**config.mk**
```make
export PLATFORM = sky130hd
export DESIGN_NAME = ctm_top
export DESIGN_NICKNAME = d
export VERILOG_FILES = /design/src/ctm_pkg.sv /design/src/ctm_change.sv /design/src/ctm_timer.sv /design/src/ctm_top.sv
export SDC_FILE = /design/constraint.sdc
export NUM_CORES = 1
export LEC_CHECK = 0
export ABC_AREA = 1
export BUFFER_PORTS_ARGS = -buffer_cell sky130_fd_sc_hd__buf_2
export CORE_ASPECT_RATIO = 0.5
export CORE_MARGIN = 2
export CORE_UTILIZATION = 49
export CTS_BUF_LIST = sky130_fd_sc_hd__clkbuf_4 sky130_fd_sc_hd__clkbuf_8
export DETAILED_ROUTE_END_ITERATION = 12
export PLACE_DENSITY = 0.72
export SYNTH_ARGS = -nofsm -noshare
export SYNTH_HDL_FRONTEND = slang
export SYNTH_HIERARCHICAL = 1
export SYNTH_SLANG_ARGS = --single-unit
```
**constraint.sdc**
```tcl
create_clock -name REF_CLK_IN -period 3.3 [get_ports REF_CLK_IN]
set_input_delay 0.33 -clock REF_CLK_IN [delete_from_list [all_inputs] [get_ports REF_CLK_IN]]
set_output_delay 0.33 -clock REF_CLK_IN [all_outputs]
set_load 0.005 [all_outputs]
```
**src/ctm_pkg.sv**
```systemverilog
// Constants, types and register map shared by the transceiver mode-control block.
// Assumes a single 40 MHz clock and synchronous supply-monitor and pin inputs.
// Behaviour
// - Two select pins choose the host-commanded state.
// - Regulator output driven except sleep; follows battery at POR.
// - Bias half, ground after silence in low-power states, floating at POR.
// - Go-to-sleep keeps regulator on while timer, wake, POR.
// - Select pins act on level changes only.
// - Mode change needs supply and I/O reference.
// - Low transmit bit drives dominant bus in normal mode only.
// - Receive bit mirrors bus while transmitting.
// - Sleep wake reported on receive bit and flag.
// - Data path supports 5 Mbit/s frames.
// - Receive bit low on dominant in normal and rx-only, low on pending wake in low-power states.
// - Fault/wake flag is active low.
// - Local wake counts on either edge.
package ctm_pkg;
	// Clock rate and timer width.
	localparam int CLK_KHZ = 40000;
	localparam int TMR_W = 17;
	// Sleep entry, bus silence and power-on settle times in microseconds.
	localparam int T_SLEEP_US = 100;
	localparam int T_SILENCE_US = 1000;
	localparam int T_PON_US = 20;
	// Least times, rounded up to whole cycles.
	localparam logic [TMR_W-1:0] SLEEP_CYC = TMR_W'((T_SLEEP_US * CLK_KHZ + 999) / 1000);
	localparam logic [TMR_W-1:0] SILENCE_CYC = TMR_W'((T_SILENCE_US * CLK_KHZ + 999) / 1000);
	localparam logic [TMR_W-1:0] PON_CYC = TMR_W'((T_PON_US * CLK_KHZ + 999) / 1000);
	// Register byte offsets.
	localparam logic [3:0] CTRL_OFS = 4'h0;
	localparam logic [3:0] STATUS_OFS = 4'h4;
	localparam logic [3:0] MASK_OFS = 4'h8;
	localparam logic [3:0] STATE_OFS = 4'hc;
	// Control bits and reset value.
	localparam int CTRL_W = 2;
	localparam int CTRL_LWAKE_EN = 0;
	localparam int CTRL_BWAKE_EN = 1;
	localparam logic [CTRL_W-1:0] CTRL_RST = 2'h3;
	// Status event bits.
	localparam int EV_W = 5;
	localparam int EV_MODE = 0;
	localparam int EV_BWAKE = 1;
	localparam int EV_LWAKE = 2;
	localparam int EV_POR = 3;
	localparam int EV_IGNORED = 4;
	localparam logic [EV_W-1:0] MASK_RST = 5'h00;
	// AXI responses.
	localparam logic [1:0] RESP_OKAY = 2'h0;
	localparam logic [1:0] RESP_SLVERR = 2'h2;
	// Operating states and bus bias choices.
	typedef enum logic [2:0] {
		ST_POR, ST_NORMAL, ST_RXONLY, ST_STANDBY, ST_GOTOSLEEP, ST_SLEEP
	} ctm_state_type;
	typedef enum logic [1:0] {
		BIAS_FLOAT, BIAS_GND, BIAS_HALF
	} ctm_bias_type;
endpackage : ctm_pkg

```
**src/ctm_change.sv**
```systemverilog
// Level-change detector producing a one-cycle pulse on any bit change.
// Assumes inputs already synchronous to the clock.
`timescale 1ns/1ps
`default_nettype none
module ctm_change #(
	parameter int W = 2
) (
	input wire logic clk_in,
	input wire logic reset_in,
	input wire logic [W-1:0] level_in,
	output logic change_out
);
	typedef struct packed {
		logic [W-1:0] prev;
		logic primed;
	} ctm_chg_type;
	ctm_chg_type s_q, s_d;

	// The first cycle only captures the level, so reset gives no false event.
	always_comb begin
		s_d = s_q;
		s_d.prev = level_in;
		s_d.primed = 1'b1;
	end

	always_ff @(posedge clk_in) begin
		if (reset_in) begin
			s_q <= '0;
		end else begin
			s_q <= s_d;
		end
	end

	assign change_out = s_q.primed && (level_in != s_q.prev);
endmodule : ctm_change
`default_nettype wire

```
**src/ctm_timer.sv**
```systemverilog
// Down-counting timer: reloads while load is high, done once it reaches zero.
// Assumes the load value is stable while loading.
`timescale 1ns/1ps
`default_nettype none
module ctm_timer #(
	parameter int W = 17
) (
	input wire logic clk_in,
	input wire logic reset_in,
	input wire logic load_in,
	input wire logic [W-1:0] count_in,
	output logic done_out
);
	typedef struct packed {
		logic [W-1:0] cnt;
	} ctm_tmr_type;
	ctm_tmr_type s_q, s_d;

	// Reload wins over counting so a restart is never missed.
	always_comb begin
		s_d = s_q;
		if (load_in) begin
			s_d.cnt = count_in;
		end else if (s_q.cnt != '0) begin
			s_d.cnt = s_q.cnt - W'(1);
		end
	end

	always_ff @(posedge clk_in) begin
		if (reset_in) begin
			s_q <= '0;
		end else begin
			s_q <= s_d;
		end
	end

	assign done_out = (s_q.cnt == '0) && !load_in;
endmodule : ctm_timer
`default_nettype wire

```
**src/ctm_top.sv**
```systemverilog
// Mode control and logic-side data path of a high-speed CAN FD transceiver,
// with an AXI4-Lite register slave and one level interrupt.
// Assumes bus comparator, wake filter and supply monitors are synchronous.
`timescale 1ns/1ps
`default_nettype none
module ctm_top #(
	parameter logic [ctm_pkg::TMR_W-1:0] SLEEP_CYCLES = ctm_pkg::SLEEP_CYC,
	parameter logic [ctm_pkg::TMR_W-1:0] SILENCE_CYCLES = ctm_pkg::SILENCE_CYC,
	parameter logic [ctm_pkg::TMR_W-1:0] PON_CYCLES = ctm_pkg::PON_CYC
) (
	input wire logic REF_CLK_IN,
	input wire logic RESET_IN,
	// Host-side pins.
	input wire logic MODE_PIN_IN,
	input wire logic STANDBY_SELECT_PIN_IN,
	input wire logic TX_BIT_IN,
	output logic RX_BIT_OUT,
	output logic FAULT_WAKE_FLAG_N_OUT,
	// Bus side and wake sources.
	input wire logic BUS_DOMINANT_IN,
	output logic BUS_DRIVE_DOMINANT_OUT,
	output logic [1:0] BUS_BIAS_OUT,
	input wire logic BUS_WAKE_PATTERN_IN,
	input wire logic LOCAL_WAKE_IN,
	input wire logic LOCAL_FAULT_IN,
	// Supply monitors and regulator control.
	input wire logic BATTERY_SUPPLY_OK_IN,
	input wire logic TRANSMIT_SUPPLY_OK_IN,
	input wire logic IO_SUPPLY_OK_IN,
	output logic REGULATOR_CONTROL_OUT,
	output logic REGULATOR_CONTROL_OE_OUT,
	output logic IRQ_OUT,
	// AXI4-Lite slave.
	input wire logic S_AXI_AWVALID_IN,
	output logic S_AXI_AWREADY_OUT,
	input wire logic [3:0] S_AXI_AWADDR_IN,
	input wire logic S_AXI_WVALID_IN,
	output logic S_AXI_WREADY_OUT,
	input wire logic [31:0] S_AXI_WDATA_IN,
	input wire logic [3:0] S_AXI_WSTRB_IN,
	output logic S_AXI_BVALID_OUT,
	input wire logic S_AXI_BREADY_IN,
	output logic [1:0] S_AXI_BRESP_OUT,
	input wire logic S_AXI_ARVALID_IN,
	output logic S_AXI_ARREADY_OUT,
	input wire logic [3:0] S_AXI_ARADDR_IN,
	output logic S_AXI_RVALID_OUT,
	input wire logic S_AXI_RREADY_IN,
	output logic [31:0] S_AXI_RDATA_OUT,
	output logic [1:0] S_AXI_RRESP_OUT
);
	typedef struct packed {
		ctm_pkg::ctm_state_type st;
		logic armed;
		logic rx;
		logic flag_n;
		logic drive;
		logic [1:0] bias;
		logic reg_drv;
		logic reg_oe;
		logic wake_pend;
		logic por_flag;
		logic [ctm_pkg::EV_W-1:0] status;
		logic [ctm_pkg::EV_W-1:0] mask;
		logic [ctm_pkg::CTRL_W-1:0] ctrl;
		logic irq;
		logic aw_got;
		logic [3:0] awaddr;
		logic w_got;
		logic [31:0] wdata;
		logic [3:0] wstrb;
		logic bvalid;
		logic [1:0] bresp;
		logic rvalid;
		logic [31:0] rdata;
		logic [1:0] rresp;
	} ctm_top_state_type;
	ctm_top_state_type s_q, s_d;
	logic pin_event;
	logic lwake_edge;
	logic sleep_done;
	logic silence_done;
	logic pon_done;
	logic core_ok;
	logic mode_ok;
	logic low_power;
	logic bus_wake;
	logic local_wake;
	logic [ctm_pkg::EV_W-1:0] events;
	logic [ctm_pkg::EV_W-1:0] w1c;
	logic [31:0] rd_word;
	logic rd_hit;
	logic do_write;
	// Maps a pin pair to the state it commands.
	function automatic ctm_pkg::ctm_state_type pin_state(input logic mode, input logic stby);
		ctm_pkg::ctm_state_type r;
		case ({mode, stby})
			2'b11: r = ctm_pkg::ST_NORMAL;
			2'b01: r = ctm_pkg::ST_RXONLY;
			2'b10: r = ctm_pkg::ST_GOTOSLEEP;
			default: r = ctm_pkg::ST_STANDBY;
		endcase
		return r;
	endfunction : pin_state
	// Returns a one-hot register select; zero means unmapped.
	function automatic logic [3:0] reg_sel(input logic [3:0] addr);
		logic [3:0] r;
		case (addr)
			ctm_pkg::CTRL_OFS: r = 4'h1;
			ctm_pkg::STATUS_OFS: r = 4'h2;
			ctm_pkg::MASK_OFS: r = 4'h4;
			ctm_pkg::STATE_OFS: r = 4'h8;
			default: r = 4'h0;
		endcase
		return r;
	endfunction : reg_sel
	ctm_change #(.W(2)) u_pin_change (
		.clk_in(REF_CLK_IN),
		.reset_in(RESET_IN),
		.level_in({MODE_PIN_IN, STANDBY_SELECT_PIN_IN}),
		.change_out(pin_event)
	);
	ctm_change #(.W(1)) u_wake_change (
		.clk_in(REF_CLK_IN),
		.reset_in(RESET_IN),
		.level_in(LOCAL_WAKE_IN),
		.change_out(lwake_edge)
	);
	// Sleep entry timer is reloaded on every cycle outside go-to-sleep.
	ctm_timer #(.W(ctm_pkg::TMR_W)) u_sleep_tmr (
		.clk_in(REF_CLK_IN),
		.reset_in(RESET_IN),
		.load_in(s_q.st != ctm_pkg::ST_GOTOSLEEP),
		.count_in(SLEEP_CYCLES),
		.done_out(sleep_done)
	);
	// Bus silence timer restarts on any dominant bit.
	ctm_timer #(.W(ctm_pkg::TMR_W)) u_silence_tmr (
		.clk_in(REF_CLK_IN),
		.reset_in(RESET_IN),
		.load_in(BUS_DOMINANT_IN),
		.count_in(SILENCE_CYCLES),
		.done_out(silence_done)
	);
	// Power-on settle timer holds while the core supplies are out of range.
	ctm_timer #(.W(ctm_pkg::TMR_W)) u_pon_tmr (
		.clk_in(REF_CLK_IN),
		.reset_in(RESET_IN),
		.load_in(!core_ok || !s_q.armed),
		.count_in(PON_CYCLES),
		.done_out(pon_done)
	);
	assign core_ok = BATTERY_SUPPLY_OK_IN || TRANSMIT_SUPPLY_OK_IN;
	assign mode_ok = core_ok && IO_SUPPLY_OK_IN;
	assign low_power = (s_q.st == ctm_pkg::ST_STANDBY) || (s_q.st == ctm_pkg::ST_GOTOSLEEP)
		|| (s_q.st == ctm_pkg::ST_SLEEP);
	assign bus_wake = low_power && BUS_WAKE_PATTERN_IN && s_q.ctrl[ctm_pkg::CTRL_BWAKE_EN];
	assign local_wake = low_power && lwake_edge && s_q.ctrl[ctm_pkg::CTRL_LWAKE_EN];
	// Register read mux; the state word shows the block's live condition.
	always_comb begin
		rd_word = 32'h0000_0000;
		rd_hit = 1'b1;
		case (reg_sel(S_AXI_ARADDR_IN))
			4'h1: rd_word[ctm_pkg::CTRL_W-1:0] = s_q.ctrl;
			4'h2: rd_word[ctm_pkg::EV_W-1:0] = s_q.status;
			4'h4: rd_word[ctm_pkg::EV_W-1:0] = s_q.mask;
			4'h8: rd_word[9:0] = {MODE_PIN_IN, STANDBY_SELECT_PIN_IN, mode_ok,
				s_q.por_flag, s_q.wake_pend, s_q.bias, s_q.st};
			default: rd_hit = 1'b0;
		endcase
	end
	assign do_write = s_q.aw_got && s_q.w_got && !s_q.bvalid;
	assign w1c = (do_write && (reg_sel(s_q.awaddr) == 4'h2) && s_q.wstrb[0])
		? s_q.wdata[ctm_pkg::EV_W-1:0] : '0;
	// Main next-state process for mode, outputs and the register slave.
	always_comb begin
		s_d = s_q;
		s_d.armed = 1'b1;
		events = '0;
		if (s_q.st != ctm_pkg::ST_POR && pin_event && !mode_ok) begin
			events[ctm_pkg::EV_IGNORED] = 1'b1;
		end
		case (s_q.st)
			ctm_pkg::ST_POR: begin
				if (s_q.armed && pon_done) begin
					s_d.st = ctm_pkg::ST_STANDBY;
				end
			end
			ctm_pkg::ST_NORMAL, ctm_pkg::ST_RXONLY, ctm_pkg::ST_STANDBY: begin
				if (pin_event && mode_ok) begin
					s_d.st = pin_state(MODE_PIN_IN, STANDBY_SELECT_PIN_IN);
				end
			end
			ctm_pkg::ST_GOTOSLEEP: begin
				if (pin_event && mode_ok) begin
					s_d.st = pin_state(MODE_PIN_IN, STANDBY_SELECT_PIN_IN);
				// enter sleep, but a wake in this very cycle must not be lost.
				end else if (sleep_done && !s_q.wake_pend && !s_q.por_flag
					&& !bus_wake && !local_wake) begin
					s_d.st = ctm_pkg::ST_SLEEP;
				end
			end
			ctm_pkg::ST_SLEEP: begin
				if (bus_wake || local_wake) begin
					s_d.st = ctm_pkg::ST_STANDBY;
				end else if (pin_event && mode_ok
					&& pin_state(MODE_PIN_IN, STANDBY_SELECT_PIN_IN) != ctm_pkg::ST_STANDBY) begin
					s_d.st = pin_state(MODE_PIN_IN, STANDBY_SELECT_PIN_IN);
				end
			end
			default: s_d.st = ctm_pkg::ST_POR;
		endcase
		// Losing both core supplies forces power-on reset from any state.
		if (!core_ok) begin
			s_d.st = ctm_pkg::ST_POR;
		end
		// Wake pending: a new wake wins over the clear on reaching an active mode.
		if (s_d.st == ctm_pkg::ST_NORMAL || s_d.st == ctm_pkg::ST_RXONLY) begin
			s_d.wake_pend = 1'b0;
		end
		if (bus_wake || local_wake) begin
			s_d.wake_pend = 1'b1;
		end
		// The power-on flag stays set until the host reaches normal mode.
		if (s_d.st == ctm_pkg::ST_NORMAL) begin
			s_d.por_flag = 1'b0;
		end
		if (s_d.st == ctm_pkg::ST_POR) begin
			s_d.por_flag = 1'b1;
		end
		events[ctm_pkg::EV_MODE] = (s_d.st != s_q.st);
		events[ctm_pkg::EV_BWAKE] = bus_wake;
		events[ctm_pkg::EV_LWAKE] = local_wake;
		events[ctm_pkg::EV_POR] = (s_d.st == ctm_pkg::ST_POR) && (s_q.st != ctm_pkg::ST_POR);
		s_d.drive = (s_d.st == ctm_pkg::ST_NORMAL) && !TX_BIT_IN;
		// Receive bit and flag per state; registered once, well inside a 5 Mbit/s bit.
		case (s_d.st)
			ctm_pkg::ST_NORMAL: begin
				s_d.rx = !BUS_DOMINANT_IN;
				s_d.flag_n = !LOCAL_FAULT_IN;
			end
			ctm_pkg::ST_RXONLY: begin
				s_d.rx = !BUS_DOMINANT_IN;
				s_d.flag_n = !s_q.por_flag;
			end
			ctm_pkg::ST_STANDBY, ctm_pkg::ST_GOTOSLEEP, ctm_pkg::ST_SLEEP: begin
				s_d.rx = !s_d.wake_pend;
				s_d.flag_n = !s_d.wake_pend;
			end
			default: begin
				s_d.rx = 1'b1;
				s_d.flag_n = 1'b1;
			end
		endcase
		case (s_d.st)
			ctm_pkg::ST_POR: begin
				s_d.reg_drv = BATTERY_SUPPLY_OK_IN;
				s_d.reg_oe = 1'b1;
			end
			ctm_pkg::ST_SLEEP: begin
				s_d.reg_drv = 1'b0;
				s_d.reg_oe = 1'b0;
			end
			ctm_pkg::ST_GOTOSLEEP: begin
				s_d.reg_oe = !sleep_done || s_d.wake_pend || s_d.por_flag;
				s_d.reg_drv = s_d.reg_oe;
			end
			default: begin
				s_d.reg_drv = 1'b1;
				s_d.reg_oe = 1'b1;
			end
		endcase

		case (s_d.st)
			ctm_pkg::ST_POR: s_d.bias = ctm_pkg::BIAS_FLOAT;
			ctm_pkg::ST_NORMAL, ctm_pkg::ST_RXONLY: s_d.bias = ctm_pkg::BIAS_HALF;
			default: s_d.bias = silence_done ? ctm_pkg::BIAS_GND : ctm_pkg::BIAS_HALF;
		endcase

		// Write address and data are taken in either order and held until answered.
		if (S_AXI_AWVALID_IN && S_AXI_AWREADY_OUT) begin
			s_d.aw_got = 1'b1;
			s_d.awaddr = S_AXI_AWADDR_IN;
		end
		if (S_AXI_WVALID_IN && S_AXI_WREADY_OUT) begin
			s_d.w_got = 1'b1;
			s_d.wdata = S_AXI_WDATA_IN;
			s_d.wstrb = S_AXI_WSTRB_IN;
		end
		if (do_write) begin
			s_d.aw_got = 1'b0;
			s_d.w_got = 1'b0;
			s_d.bvalid = 1'b1;
			s_d.bresp = (reg_sel(s_q.awaddr) == 4'h0) ? ctm_pkg::RESP_SLVERR : ctm_pkg::RESP_OKAY;
			if (s_q.wstrb[0] && reg_sel(s_q.awaddr) == 4'h1) begin
				s_d.ctrl = s_q.wdata[ctm_pkg::CTRL_W-1:0];
			end
			if (s_q.wstrb[0] && reg_sel(s_q.awaddr) == 4'h4) begin
				s_d.mask = s_q.wdata[ctm_pkg::EV_W-1:0];
			end
		end
		if (s_q.bvalid && S_AXI_BREADY_IN) begin
			s_d.bvalid = 1'b0;
		end

		// Sticky events: a set in the same cycle as its clear is kept.
		s_d.status = (s_q.status & ~w1c) | events;
		s_d.irq = |(s_d.status & s_d.mask);

		// Reads answer one cycle after the address is taken.
		if (S_AXI_ARVALID_IN && S_AXI_ARREADY_OUT) begin
			s_d.rvalid = 1'b1;
			s_d.rdata = rd_word;
			s_d.rresp = rd_hit ? ctm_pkg::RESP_OKAY : ctm_pkg::RESP_SLVERR;
		end else if (s_q.rvalid && S_AXI_RREADY_IN) begin
			s_d.rvalid = 1'b0;
		end
	end

	// State register with synchronous reset to power-on reset.
	always_ff @(posedge REF_CLK_IN) begin
		if (RESET_IN) begin
			s_q <= '0;
			s_q.st <= ctm_pkg::ST_POR;
			s_q.rx <= 1'b1;
			s_q.flag_n <= 1'b1;
			s_q.reg_oe <= 1'b1;
			s_q.bias <= ctm_pkg::BIAS_FLOAT;
			s_q.por_flag <= 1'b1;
			s_q.ctrl <= ctm_pkg::CTRL_RST;
			s_q.mask <= ctm_pkg::MASK_RST;
		end else begin
			s_q <= s_d;
		end
	end

	// Outputs, all straight from the state register apart from handshake readies.
	assign RX_BIT_OUT = s_q.rx;
	assign FAULT_WAKE_FLAG_N_OUT = s_q.flag_n;
	assign BUS_DRIVE_DOMINANT_OUT = s_q.drive;
	assign BUS_BIAS_OUT = s_q.bias;
	assign REGULATOR_CONTROL_OUT = s_q.reg_drv;
	assign REGULATOR_CONTROL_OE_OUT = s_q.reg_oe;
	assign IRQ_OUT = s_q.irq;
	assign S_AXI_AWREADY_OUT = !s_q.aw_got && !s_q.bvalid;
	assign S_AXI_WREADY_OUT = !s_q.w_got && !s_q.bvalid;
	assign S_AXI_BVALID_OUT = s_q.bvalid;
	assign S_AXI_BRESP_OUT = s_q.bresp;
	assign S_AXI_ARREADY_OUT = !s_q.rvalid;
	assign S_AXI_RVALID_OUT = s_q.rvalid;
	assign S_AXI_RDATA_OUT = s_q.rdata;
	assign S_AXI_RRESP_OUT = s_q.rresp;
endmodule : ctm_top
`default_nettype wire

```
==> summary.txt, run 1 <==
Max-slew headroom -> 39.4%
min Tclk post-route -> 2.74 ns
#FFs+latches synth -> 108
CP dominant cell by count -> nand2_1
critical path arrival -> 2.97 ns
number of remaining DRC errors -> 0
routing usage on met3 -> 4.15%
Hold Crit Depth -> 2
total power -> 2.78 mW
Yosys cell types -> 46
Die Y -> 84.5 um
gpl congestion -> 0.850
number of global-route vias before repair -> 5269
Vias -> 5743
reg-to-reg slack, setup -> 0.56 ns
post-DP HPWL -> 9.89 mm
largest net degree at the start of global routing -> 65
ant diodes -> 0
# port buffers -> 55
largest cells by area after synthesis -> dfxtp_1 (34%), nand2_1 (15%), nor2_1 (9.0%)
top cell family by delay on the critical path -> simple AND/OR/NAND/NOR gates
WP depth -> 18
Post-Layout Cell Count -> 1214
clk_lat worst skew -> 0.37 ns
Hold WC Path Type -> in -> reg
Post-synth ARST share -> 0%
htree depth -> 3
Root Driver -> clkbuf_8
synthesized instance count -> 957
core region area -> 0.0127 sq mm
worst path cell trace -> inv_1, ha_1, nand2_2, nor2_4, nand3_2, inv_2, nand3_4, clkinv_1, nor3b_1, nand4_1, nand2_1, nand2_1, nand3_2, nand3_1, nand2_1, nand3_1, o21ai_2, a21oi_1
row count -> 29
cts repair resizes -> 0
antenna violations before repair -> 0
Setup crit end kind -> flip-flop
Crit-path slowest cell -> dfxtp_1
hold wc startpoint -> TX_BIT_IN
CP startpoint kind -> flip-flop
sequential share of the synthesized area -> 34.1%
R2R Path Start -> u_sleep_tmr/s_q[0]
status -> finished, final reports clean
overall die width -> 165 um
final hold vios -> 0
Initial Util -> 50.1%
Worst Setup SP -> u_sleep_tmr/s_q[0]
GR Util met2 -> 36.4%
worst path required time -> 3.54 ns
CTS tree -> built
Vias/cell -> 4.73
Max VDD drop -> 234 uV
total CTS buffers -> 9
Max-cap violations -> 0
Post-Syn Area -> 0.00635 sq mm
clock tree buffer depth -> 2
most common flop cell mapped by yosys -> dfxtp_1
Boundary Pins -> 110
Post-Place Cells -> 1199
Yosys top cell by area -> dfxtp_1
Slew Limit Fails -> 0
period utilization -> 82.9%
critical path class -> reg -> reg
WL final -> 13.3 mm
layer carrying the most global-route usage -> met2
total grt overflow -> 0
Final Setup Violations -> 0
CP Max Fanout -> 7
Leak -> 3.49 nW
largest stage delay on the critical path -> 0.33 ns
synthesis-to-layout area growth -> 8.75%
TritonRoute pass-1 iters -> 5
GRT Util Overall -> 20.0%
Antenna Nets Post-Route -> 0
syn avg cell area -> 6.63 sq um
CP bufs+invs -> 3
GR met1 Demand/Resource -> 24.4%
Detailed Route Iter0 Violations -> 287
Net count, final -> 1107
sum of negative setup slack -> 0 ns
routed len/inst -> 11.0 um
layout cells sized above 1 -> 14.4%
Pwr Density -> 402 mW/mm^2
skew final -> 0.0123 ns
Fmax achieved -> 0.366 GHz
Slew @ Worst Pin -> 0.901 ns
Post-synth EDFFs -> 0
cells on worst reg2reg path -> 18
first-pass GRT wire length -> 22.9 mm
Clk pin slew, worst setup/hold paths -> 0.11 ns
post-CTS setup repair buffer count -> 0
Syn. warnings -> 6
# clock sinks -> 108
RSZ-0062 raised after global routing -> false
CTS hold repair buffers -> 0
Die Footprint -> 0.0139 sq mm
share of the synthesized area in the top cell type -> 34.1%
## layout by cell type, fill, tap and decap left out, types with 8 or more instances in the layout
| cell type | instances |
|---|---|
| nor2_1 | 153 |
| a21oi_1 | 41 |
| nand3_2 | 9 |
| o21ai_0 | 40 |
| or2_2 | 10 |
| nand2_2 | 15 |
| nor2_2 | 13 |
| conb_1 | 75 |
| nand3_1 | 65 |
| nand2_1 | 255 |
| dfxtp_1 | 108 |
| nor3_1 | 8 |
| clkbuf_8 | 9 |
| inv_1 | 85 |
| buf_2 | 55 |
| nand4_1 | 9 |
| xor2_1 | 11 |
## flip-flops by register name, indices dropped and copies added, names as in the netlist, 2 cells and up
| signal | cells |
|---|---|
| BUS_BIAS_OUT | 2 |
| S_AXI_RDATA_OUT | 10 |
| u_pon_tmr/s_q | 17 |
| u_pin_change/s_q | 3 |
| u_sleep_tmr/s_q | 17 |
| u_silence_tmr/s_q | 17 |
| s_q | 30 |
| u_wake_change/s_q | 2 |
## final timing paths
kind	end
setup / recovery	REGULATOR_CONTROL_OUT
hold / removal	BUS_DRIVE_DOMINANT_OUT
setup reg to reg	REGULATOR_CONTROL_OUT
hold reg to reg	S_AXI_RDATA_OUT[8]
## where the power goes
part | internal (mW) | total, mW | switching (mW) | leakage, nW
clock network | 0.355 | 0.819 | 0.464 | 0.0963
registers | 1.38 | 1.44 | 0.0600 | 0.889
logic | 0.185 | 0.520 | 0.336 | 2.50
## cell families (layout without fill, tap and decap cells)
family | after synthesis | in the layout | synth area share (%)
flops | 108 | 108 | 34.1
compound gates | 99 | 99 | 8.46
mux | 3 | 3 | 0.473
simple gates | 568 | 568 | 41.0
buf+inv | 154 | 168 | 12.3
xor+xnor | 17 | 17 | 2.35
other cells | 2 | 75 | 0.118
fa+ha+maj | 6 | 6 | 1.18
## worst reg2reg max path, delay by kind of cell, from the launching register on
kind | cells | cell delay (ns)
DFF | 1 | 0.33
buffers and inverters | 3 | 0.33
adders and majority gates | 1 | 0.22
AOI/OAI and AO/OA | 2 | 0.24
and+or+nand+nor | 12 | 1.48
## synthesized netlist by cell type, types with 10 or more instances
cell     count
nand2_1    255
nor2_1     153
dfxtp_1    108
inv_1       85
nand3_1     65
buf_4       42
a21oi_1     41
o21ai_0     40
nand2_2     15
nor2_2      13
xor2_1      11
or2_2       10
## cell type report
class	instances	area [sq um]
fillers	1291	5760
multi-input cells	768	3670
repair buffers	58	298
well taps	170	213
clock buffers	9	124
clock inverters	6	72.6
inverters	95	358
flip-flops and latches	108	2160
## through the flow
stage	hold WS, ns	utilization, %	setup slack [ns]	instance area, sq um
2_1_floorplan	0.387	-	0.973	6620
4_1_cts	0.0822	54.5	0.553	6900
6_report	0.103	54.5	0.565	6900
3_5_place_dp	0.457	52.9	0.570	6710
3_3_place_gp	0.453	52.9	0.616	6710
5_1_grt	0.0914	54.5	0.260	6900
## layer usage
layer | wire [um] | vias to the layer above | share of wire [%]
li1 | - | 3080 | -
met1 | 6250 | 2559 | 47
met2 | 6310 | 91 | 47
met3 | 605 | 13 | 4.5
met4 | 135 | 0 | 1.0
met5 | 0 | - | 0
Note: power is estimated with default switching activity, not from simulation.
==> inputs of run 2 (changes only) <==
--- a/config.mk
+++ b/config.mk
@@ -5,14 +5,14 @@
 export SDC_FILE = /design/constraint.sdc
 export NUM_CORES = 1
 export LEC_CHECK = 0
-export ABC_AREA = 1
+export ABC_AREA = 0
 export BUFFER_PORTS_ARGS = -buffer_cell sky130_fd_sc_hd__buf_2
 export CORE_ASPECT_RATIO = 0.5
 export CORE_MARGIN = 2
 export CORE_UTILIZATION = 49
 export CTS_BUF_LIST = sky130_fd_sc_hd__clkbuf_4 sky130_fd_sc_hd__clkbuf_8
 export DETAILED_ROUTE_END_ITERATION = 12
-export PLACE_DENSITY = 0.72
+export PLACE_DENSITY = 0.73
 export SYNTH_ARGS = -nofsm -noshare
 export SYNTH_HDL_FRONTEND = slang
 export SYNTH_HIERARCHICAL = 1
==> constraint.sdc (replaced) <==
create_clock -name REF_CLK_IN -period 2.6 [get_ports REF_CLK_IN]
set_input_delay 0.26 -clock REF_CLK_IN [delete_from_list [all_inputs] [get_ports REF_CLK_IN]]
set_output_delay 0.26 -clock REF_CLK_IN [all_outputs]
set_load 0.005 [all_outputs]
==> summary.txt, run 2 <==
# clock sinks -> 108 (unchanged)
Final Setup Violations -> 13 (+13)
Post-synth ARST share -> 0% (unchanged)
cells on worst reg2reg path -> 12 (-6)
Slew Limit Fails -> 0 (unchanged)
clock tree buffer depth -> 2 (unchanged)
share of the synthesized area in the top cell type -> 37.9% (+3.8 points)
sum of negative setup slack -> -6.06 ns (-6.06 ns)
Largest register FFs -> 30 (unchanged)
antenna violations before repair -> 0 (unchanged)
Pwr Density -> 520 mW/mm^2 (+29%)
layout cells sized above 1 -> 22.8% (+8.4 points)
Setup crit end -> s_q[94]
Max-slew headroom -> 49.5% (+10 points)
routed len/inst -> 13.3 um (+21%)
Antenna Nets Post-Route -> 0 (unchanged)
total grt overflow -> 0 (unchanged)
Leak -> 2.89 nW (-17%)
sequential share of the synthesized area -> 37.9% (+3.8 points)
min Tclk post-route -> 3.19 ns (+0.455 ns)
clk_lat worst skew -> 0.37 ns (about the same)
Post-Place Cells -> 936 (-22%)
overall die width -> 157 um (-5.0%)
GRT Util Overall -> 20.9% (+0.91 points)
total power -> 3.55 mW (+28%)
largest stage delay on the critical path -> 0.52 ns (+0.19 ns)
Fmax achieved -> 0.313 GHz (-14%)
Vias -> 4886 (-15%)
hold wc startpoint -> TX_BIT_IN
# port buffers -> 55 (unchanged)
largest cells by area after synthesis -> dfxtp_1 (38%), nor2_1 (6.0%), buf_4 (5.3%)
Worst Slack Setup Final -> -0.591 ns (-1.16 ns)
R2R Path Start -> u_sleep_tmr/s_q[8]
Slew @ Worst Pin -> 0.758 ns (-0.143 ns)
most frequent cell after synthesis -> dfxtp_1
commonest non-fill, non-tap cell in the layout -> dfxtp_1
CP startpoint kind -> flip-flop
Yosys cell types -> 67 (+46%)
number of global-route vias before repair -> 4447 (-16%)
first-pass GRT wire length -> 20.8 mm (-9.1%)
synthesis-to-layout area growth -> 19.5%
row count -> 27 (-6.9%)
final hold vios -> 0 (unchanged)
number of remaining DRC errors -> 0 (unchanged)
Die Footprint -> 0.0126 sq mm (-9.6%)
Net count, final -> 857 (-23%)
CTS tree -> built
syn avg cell area -> 8.63 sq um (+30%)
synthesized instance count -> 662 (-31%)
skew final -> 0.0163 ns (+0.00399 ns)
Crit-path slowest cell -> or4_4
Syn. warnings -> 6 (unchanged)
Hold WC Path Type -> in -> reg
Largest Register -> s_q
largest net degree at the start of global routing -> 74 (+14%)
critical path class -> reg -> reg
Yosys top cell by area -> dfxtp_1
critical path arrival -> 3.42 ns (+0.45 ns)
Post-Layout Cell Count -> 954 (-21%)
#FFs+latches synth -> 108 (unchanged)
CTS hold repair buffers -> 0 (unchanged)
gpl congestion -> 0.946 (+11%)
fin area -> 0.00683 sq mm (-1.1%)
ant diodes -> 0 (unchanged)
Die Y -> 80.3 um (-4.9%)
pre-CTS setup slack -> -0.757 ns (-1.33 ns)
Worst Setup SP -> u_sleep_tmr/s_q[8]
most common flop cell mapped by yosys -> dfxtp_1
RSZ-0062 raised after global routing -> true
status -> finished, violations left
Post-synth EDFFs -> 0 (unchanged)
violated checks -> negative setup slack
post-DP HPWL -> 9.16 mm (-7.4%)
synth cell count leaders -> dfxtp_1 (108), nor2_1 (91), buf_4 (40), nor3_1 (40), nand2_1 (39)
Vias/cell -> 5.12 (+8.3%)
Boundary Pins -> 110 (unchanged)
Max VDD drop -> 292 uV (+25%)
core region area -> 0.0112 sq mm (-12%)
htree depth -> 3 (unchanged)
WL final -> 12.7 mm (-4.9%)
Clk pin slew, worst setup/hold paths -> 0.10 ns (about the same)
Area after DPL -> 0.00650 sq mm (-3.0%)
CP Max Fanout -> 5 (-2)
total CTS buffers -> 9 (unchanged)
Setup crit end kind -> flip-flop
reg-to-reg slack, setup -> -0.59 ns (-1.16 ns)
TritonRoute pass-1 iters -> 5 (unchanged)
Detailed Route Iter0 Violations -> 308 (+7.3%)
worst path required time -> 2.83 ns (-0.71 ns)
Initial Util -> 51.1% (+0.97 points)
Root Driver -> clkbuf_8
Max-cap violations -> 0 (unchanged)
worst path cell trace -> or4_4, or3_4, or3_4, nor2_4, or3b_4, nor4_4, nor4_4, buf_4, and2_4, xnor2_2, o21ai_1, a21oi_1
Post-Syn Area -> 0.00571 sq mm (-10%)
reg2reg end -> s_q[94]
commonest cells after routing, fill and taps aside -> dfxtp_1 (106), nor2_1 (90), conb_1 (75)
period utilization -> 123% (+40 points)
final cell utilization of the core -> 61.1% (+6.6 points)
Hold WS -> 0.0411 ns (-0.0618 ns)
==> run 2: changes by cell type in the layout (fill, tap and decap cells not counted), moves of 29 or more <==
cell     change
buf_4       +54
inv_1       -63
nand2_1    -219
nand3_1     -61
nor2_1      -63
nor3_1      +29
==> run 2: timing repair <==
item                       CTS  global route
setup endpoints to repair   13            13
setup buffers                3             1
resized for setup           11            10
pin swaps                   15             6
==> run 2: how the worst min path moves through the flow <==
| stage | to | slack [ns] | cells after the start |
|---|---|---|---|
| floorplan | u_pin_change/s_q[0] | 0.32 | 1 |
| global placement | BUS_DRIVE_DOMINANT_OUT | 0.42 | 2 |
| detailed placement | BUS_DRIVE_DOMINANT_OUT | 0.43 | 2 |
| CTS | BUS_DRIVE_DOMINANT_OUT | 0.03 | 2 |
| global route | BUS_DRIVE_DOMINANT_OUT | 0.02 | 2 |
| finish | BUS_DRIVE_DOMINANT_OUT | 0.04 | 2 |
==> run 2: per-layer routing <==
metal | wire length (um) | vias up | global-route usage [%]
met1 | 5880 | 2253 | 25.7
li1 | - | 2496 | -
met5 | 0 | - | 0
met4 | 257 | 0 | 7.16
met3 | 570 | 22 | 4.70
met2 | 5940 | 115 | 36.5
==> run 2: final cells by class <==
cell class                 count  area (sq um)
sequential                   108          2160
tap                          159           199
clock inverter                 5          75.1
inverter                      22          82.6
multi-input combinational    535          3440
clock buffer                  11           145
timing repair buffer         114           726
fill                         952          4350
==> run 2: cell families (layout without fill, tap and decap cells) <==
logic type / Yosys count / after routing / synth area share (%)
AOI/OAI and AO/OA: 141 / 141 / 18.1
xor gates and xnor gates: 35 / 35 / 5.37
adders and majority gates: 6 / 6 / 1.31
buffers and inverters: 92 / 152 / 8.78
DFF: 108 / 108 / 37.9
muxes: 28 / 28 / 5.48
other: 2 / 75 / 0.131
and+or+nand+nor: 250 / 250 / 23.0
==> run 2: power by group <==
part | switching [mW] | total [mW] | leakage (nW) | internal [mW]
clock | 0.556 | 1.13 | 0.116 | 0.576
sequential | 0.0675 | 1.81 | 0.890 | 1.74
combinational | 0.318 | 0.611 | 1.89 | 0.293
total | 0.941 | 3.55 | 2.89 | 2.61
==> run 2: critical path, delay by kind of cell (launching register included) <==
| kind | cells | cell delay (ns) |
|---|---|---|
| AO/OA/AOI/OAI | 2 | 0.21 |
| XOR/XNOR | 1 | 0.15 |
| buffers and inverters | 1 | 0.16 |
| flip-flops | 1 | 0.33 |
| AND/OR/NAND/NOR | 8 | 2.19 |
==> inputs of run 3 (changes only) <==
--- a/config.mk
+++ b/config.mk
@@ -9,10 +9,10 @@
 export BUFFER_PORTS_ARGS = -buffer_cell sky130_fd_sc_hd__buf_2
 export CORE_ASPECT_RATIO = 0.5
 export CORE_MARGIN = 2
-export CORE_UTILIZATION = 49
+export CORE_UTILIZATION = 45
 export CTS_BUF_LIST = sky130_fd_sc_hd__clkbuf_4 sky130_fd_sc_hd__clkbuf_8
 export DETAILED_ROUTE_END_ITERATION = 12
-export PLACE_DENSITY = 0.73
+export PLACE_DENSITY = 0.68
 export SYNTH_ARGS = -nofsm -noshare
 export SYNTH_HDL_FRONTEND = slang
 export SYNTH_HIERARCHICAL = 1
==> summary.txt, run 3 (synthesized netlist as in run 2, its figures left out) <==
Max-slew headroom -> 53.7% (+4.2 points)
CTS hold repair buffers -> 0 (unchanged)
row count -> 29 (+7.4%)
Worst Slack Setup Final -> -0.623 ns (-0.0329 ns)
CP startpoint kind -> flip-flop
commonest cells after routing, fill and taps aside -> dfxtp_1 (106), nor2_1 (88), conb_1 (75)
clock tree buffer depth -> 2 (unchanged)
Pwr Density -> 498 mW/mm^2 (-4.4%)
Max VDD drop -> 262 uV (-10%)
Vias -> 4794 (-1.9%)
skew final -> 0.00943 ns (-0.00683 ns)
CTS tree -> built
Fmax achieved -> 0.310 GHz (-1.0%)
total grt overflow -> 0 (unchanged)
Detailed Route Iter0 Violations -> 193 (-37%)
Leak -> 2.90 nW (+0.41%)
overall die width -> 163 um (+4.2%)
TritonRoute pass-1 iters -> 4 (-1)
Area after DPL -> 0.00654 sq mm (+0.56%)
ant diodes -> 0 (unchanged)
sequential cell area -> 0.00216 sq mm (unchanged)
status -> finished, violations left
Boundary Pins -> 110 (unchanged)
Setup crit end kind -> flip-flop
largest net degree at the start of global routing -> 48 (-35%)
Die Footprint -> 0.0137 sq mm (+8.5%)
commonest non-fill, non-tap cell in the layout -> dfxtp_1
number of remaining DRC errors -> 0 (unchanged)
Clk pin slew, worst setup/hold paths -> 0.09 ns (about the same)
htree depth -> 3 (unchanged)
core region area -> 0.0125 sq mm (+12%)
synthesis-to-layout area growth -> 19.6% (about the same)
Post-Place Cells -> 950 (+1.5%)
violated checks -> negative setup slack
WL final -> 12.4 mm (-1.9%)
clk_lat worst skew -> 0.37 ns (about the same)
layout cells sized above 1 -> 23.0% (+0.23 points)
Hold WS -> 0.0525 ns (+0.0114 ns)
Net count, final -> 862 (+0.58%)
Post-Layout Cell Count -> 970 (+1.7%)
Largest Register -> s_q
area of the multi-input gates -> 0.00342 sq mm (-0.51%)
Hold WC Path Type -> in -> reg
pre-CTS setup slack -> -0.684 ns (+0.0729 ns)
CP Max Fanout -> 3 (-2)
Slew @ Worst Pin -> 0.694 ns (-0.0635 ns)
Root Driver -> clkbuf_8
fin area -> 0.00683 sq mm (about the same)
Final Setup Violations -> 13 (unchanged)
Slew Limit Fails -> 0 (unchanged)
GRT Util Overall -> 18.5% (-2.4 points)
RSZ-0062 raised after global routing -> true
gpl congestion -> 0.868 (-8.2%)
post-DP HPWL -> 9.11 mm (-0.57%)
critical path arrival -> 3.46 ns (+0.04 ns)
routed len/inst -> 12.8 um (-3.5%)
worst path required time -> 2.83 ns (about the same)
min Tclk post-route -> 3.22 ns (+0.0329 ns)
Initial Util -> 45.6% (-5.5 points)
Die Y -> 83.7 um (+4.1%)
period utilization -> 124% (+1.3 points)
Vias/cell -> 4.94 (-3.5%)
sum of negative setup slack -> -6.65 ns (-0.595 ns)
final cell utilization of the core -> 54.6% (-6.5 points)
Antenna Nets Post-Route -> 0 (unchanged)
# clock sinks -> 108 (unchanged)
first-pass GRT wire length -> 20.8 mm (-0.13%)
total power -> 3.40 mW (-4.3%)
critical path class -> reg -> reg
# port buffers -> 55 (unchanged)
final hold vios -> 0 (unchanged)
number of global-route vias before repair -> 4399 (-1.1%)
antenna violations before repair -> 0 (unchanged)
filler instances -> 1153 (+21%)
Max-cap violations -> 0 (unchanged)
Largest register FFs -> 30 (unchanged)
total CTS buffers -> 9 (unchanged)
-- run 3: cell count changes in the layout (fill, tap and decap cells not counted), moves of 2 or more --
cell | previous run | this run
buf_4 | 57 | 63
bufinv_16 | 2 | 0
clkbuf_8 | 10 | 12
clkinv_2 | 3 | 1
clkinvlp_4 | 0 | 2
nand2_1 | 36 | 38
nor2_1 | 90 | 88
nor2_2 | 0 | 2
o31ai_1 | 1 | 3
o31ai_2 | 2 | 0
-- run 3: worst max-delay path: stages, from the launching register on --
cell and delay (ns):
dfxtp_1 0.32, or4_4 0.54, or3_4 0.34, or3_4 0.39, nor2_4 0.11, or3b_4 0.39, nor4_4 0.26, nor4_4 0.09
a21boi_2 0.21, xnor2_2 0.09, o31ai_1 0.21, o311ai_1 0.14
-- run 3: repair_timing --
item / 4_1_cts / 5_1_grt
endpoints found under the setup margin: 13 / 14
resized for setup: 7 / 9
pin swaps: 4 / 8
buffers inserted: 1 / 3
-- run 3: report_power, final --
| part | internal (mW) | total (mW) | switching [mW] | leakage, nW |
|---|---|---|---|---|
| clock | 0.437 | 0.983 | 0.546 | 0.0951 |
| sequential | 1.74 | 1.81 | 0.0672 | 0.890 |
| combinational | 0.293 | 0.606 | 0.313 | 1.92 |
-- run 3: worst paths after layout --
path / from / endpoint / slack (ns) / cells after the start
max: u_sleep_tmr/s_q[6] / IRQ_OUT / -0.62 / 11
min reg2reg: u_pon_tmr/s_q[16] / u_pon_tmr/s_q[16] / 0.48 / 2
max reg2reg: u_sleep_tmr/s_q[6] / IRQ_OUT / -0.62 / 11
min: TX_BIT_IN / BUS_DRIVE_DOMINANT_OUT / 0.05 / 2
-- run 3: per-layer routing --
layer	routed length, um	share of wire, %	GRT usage [%]	vias to the layer above
met2	5750	46	30.1	99
met1	6050	49	25.2	2182
met5	0	0	0	-
met3	514	4.1	3.87	8
met4	93	0.75	4.42	0
li1	-	-	-	2505
-- run 3: area by class of cell --
class                           count  area share [%]
Clock buffer                       13            2.53
Tap cell                          170            3.11
Multi-Input combinational cell    535            50.0
Inverter                           22            1.21
Timing Repair Buffer              119            11.1
Sequential cell                   108            31.7
Clock inverter                      3           0.293
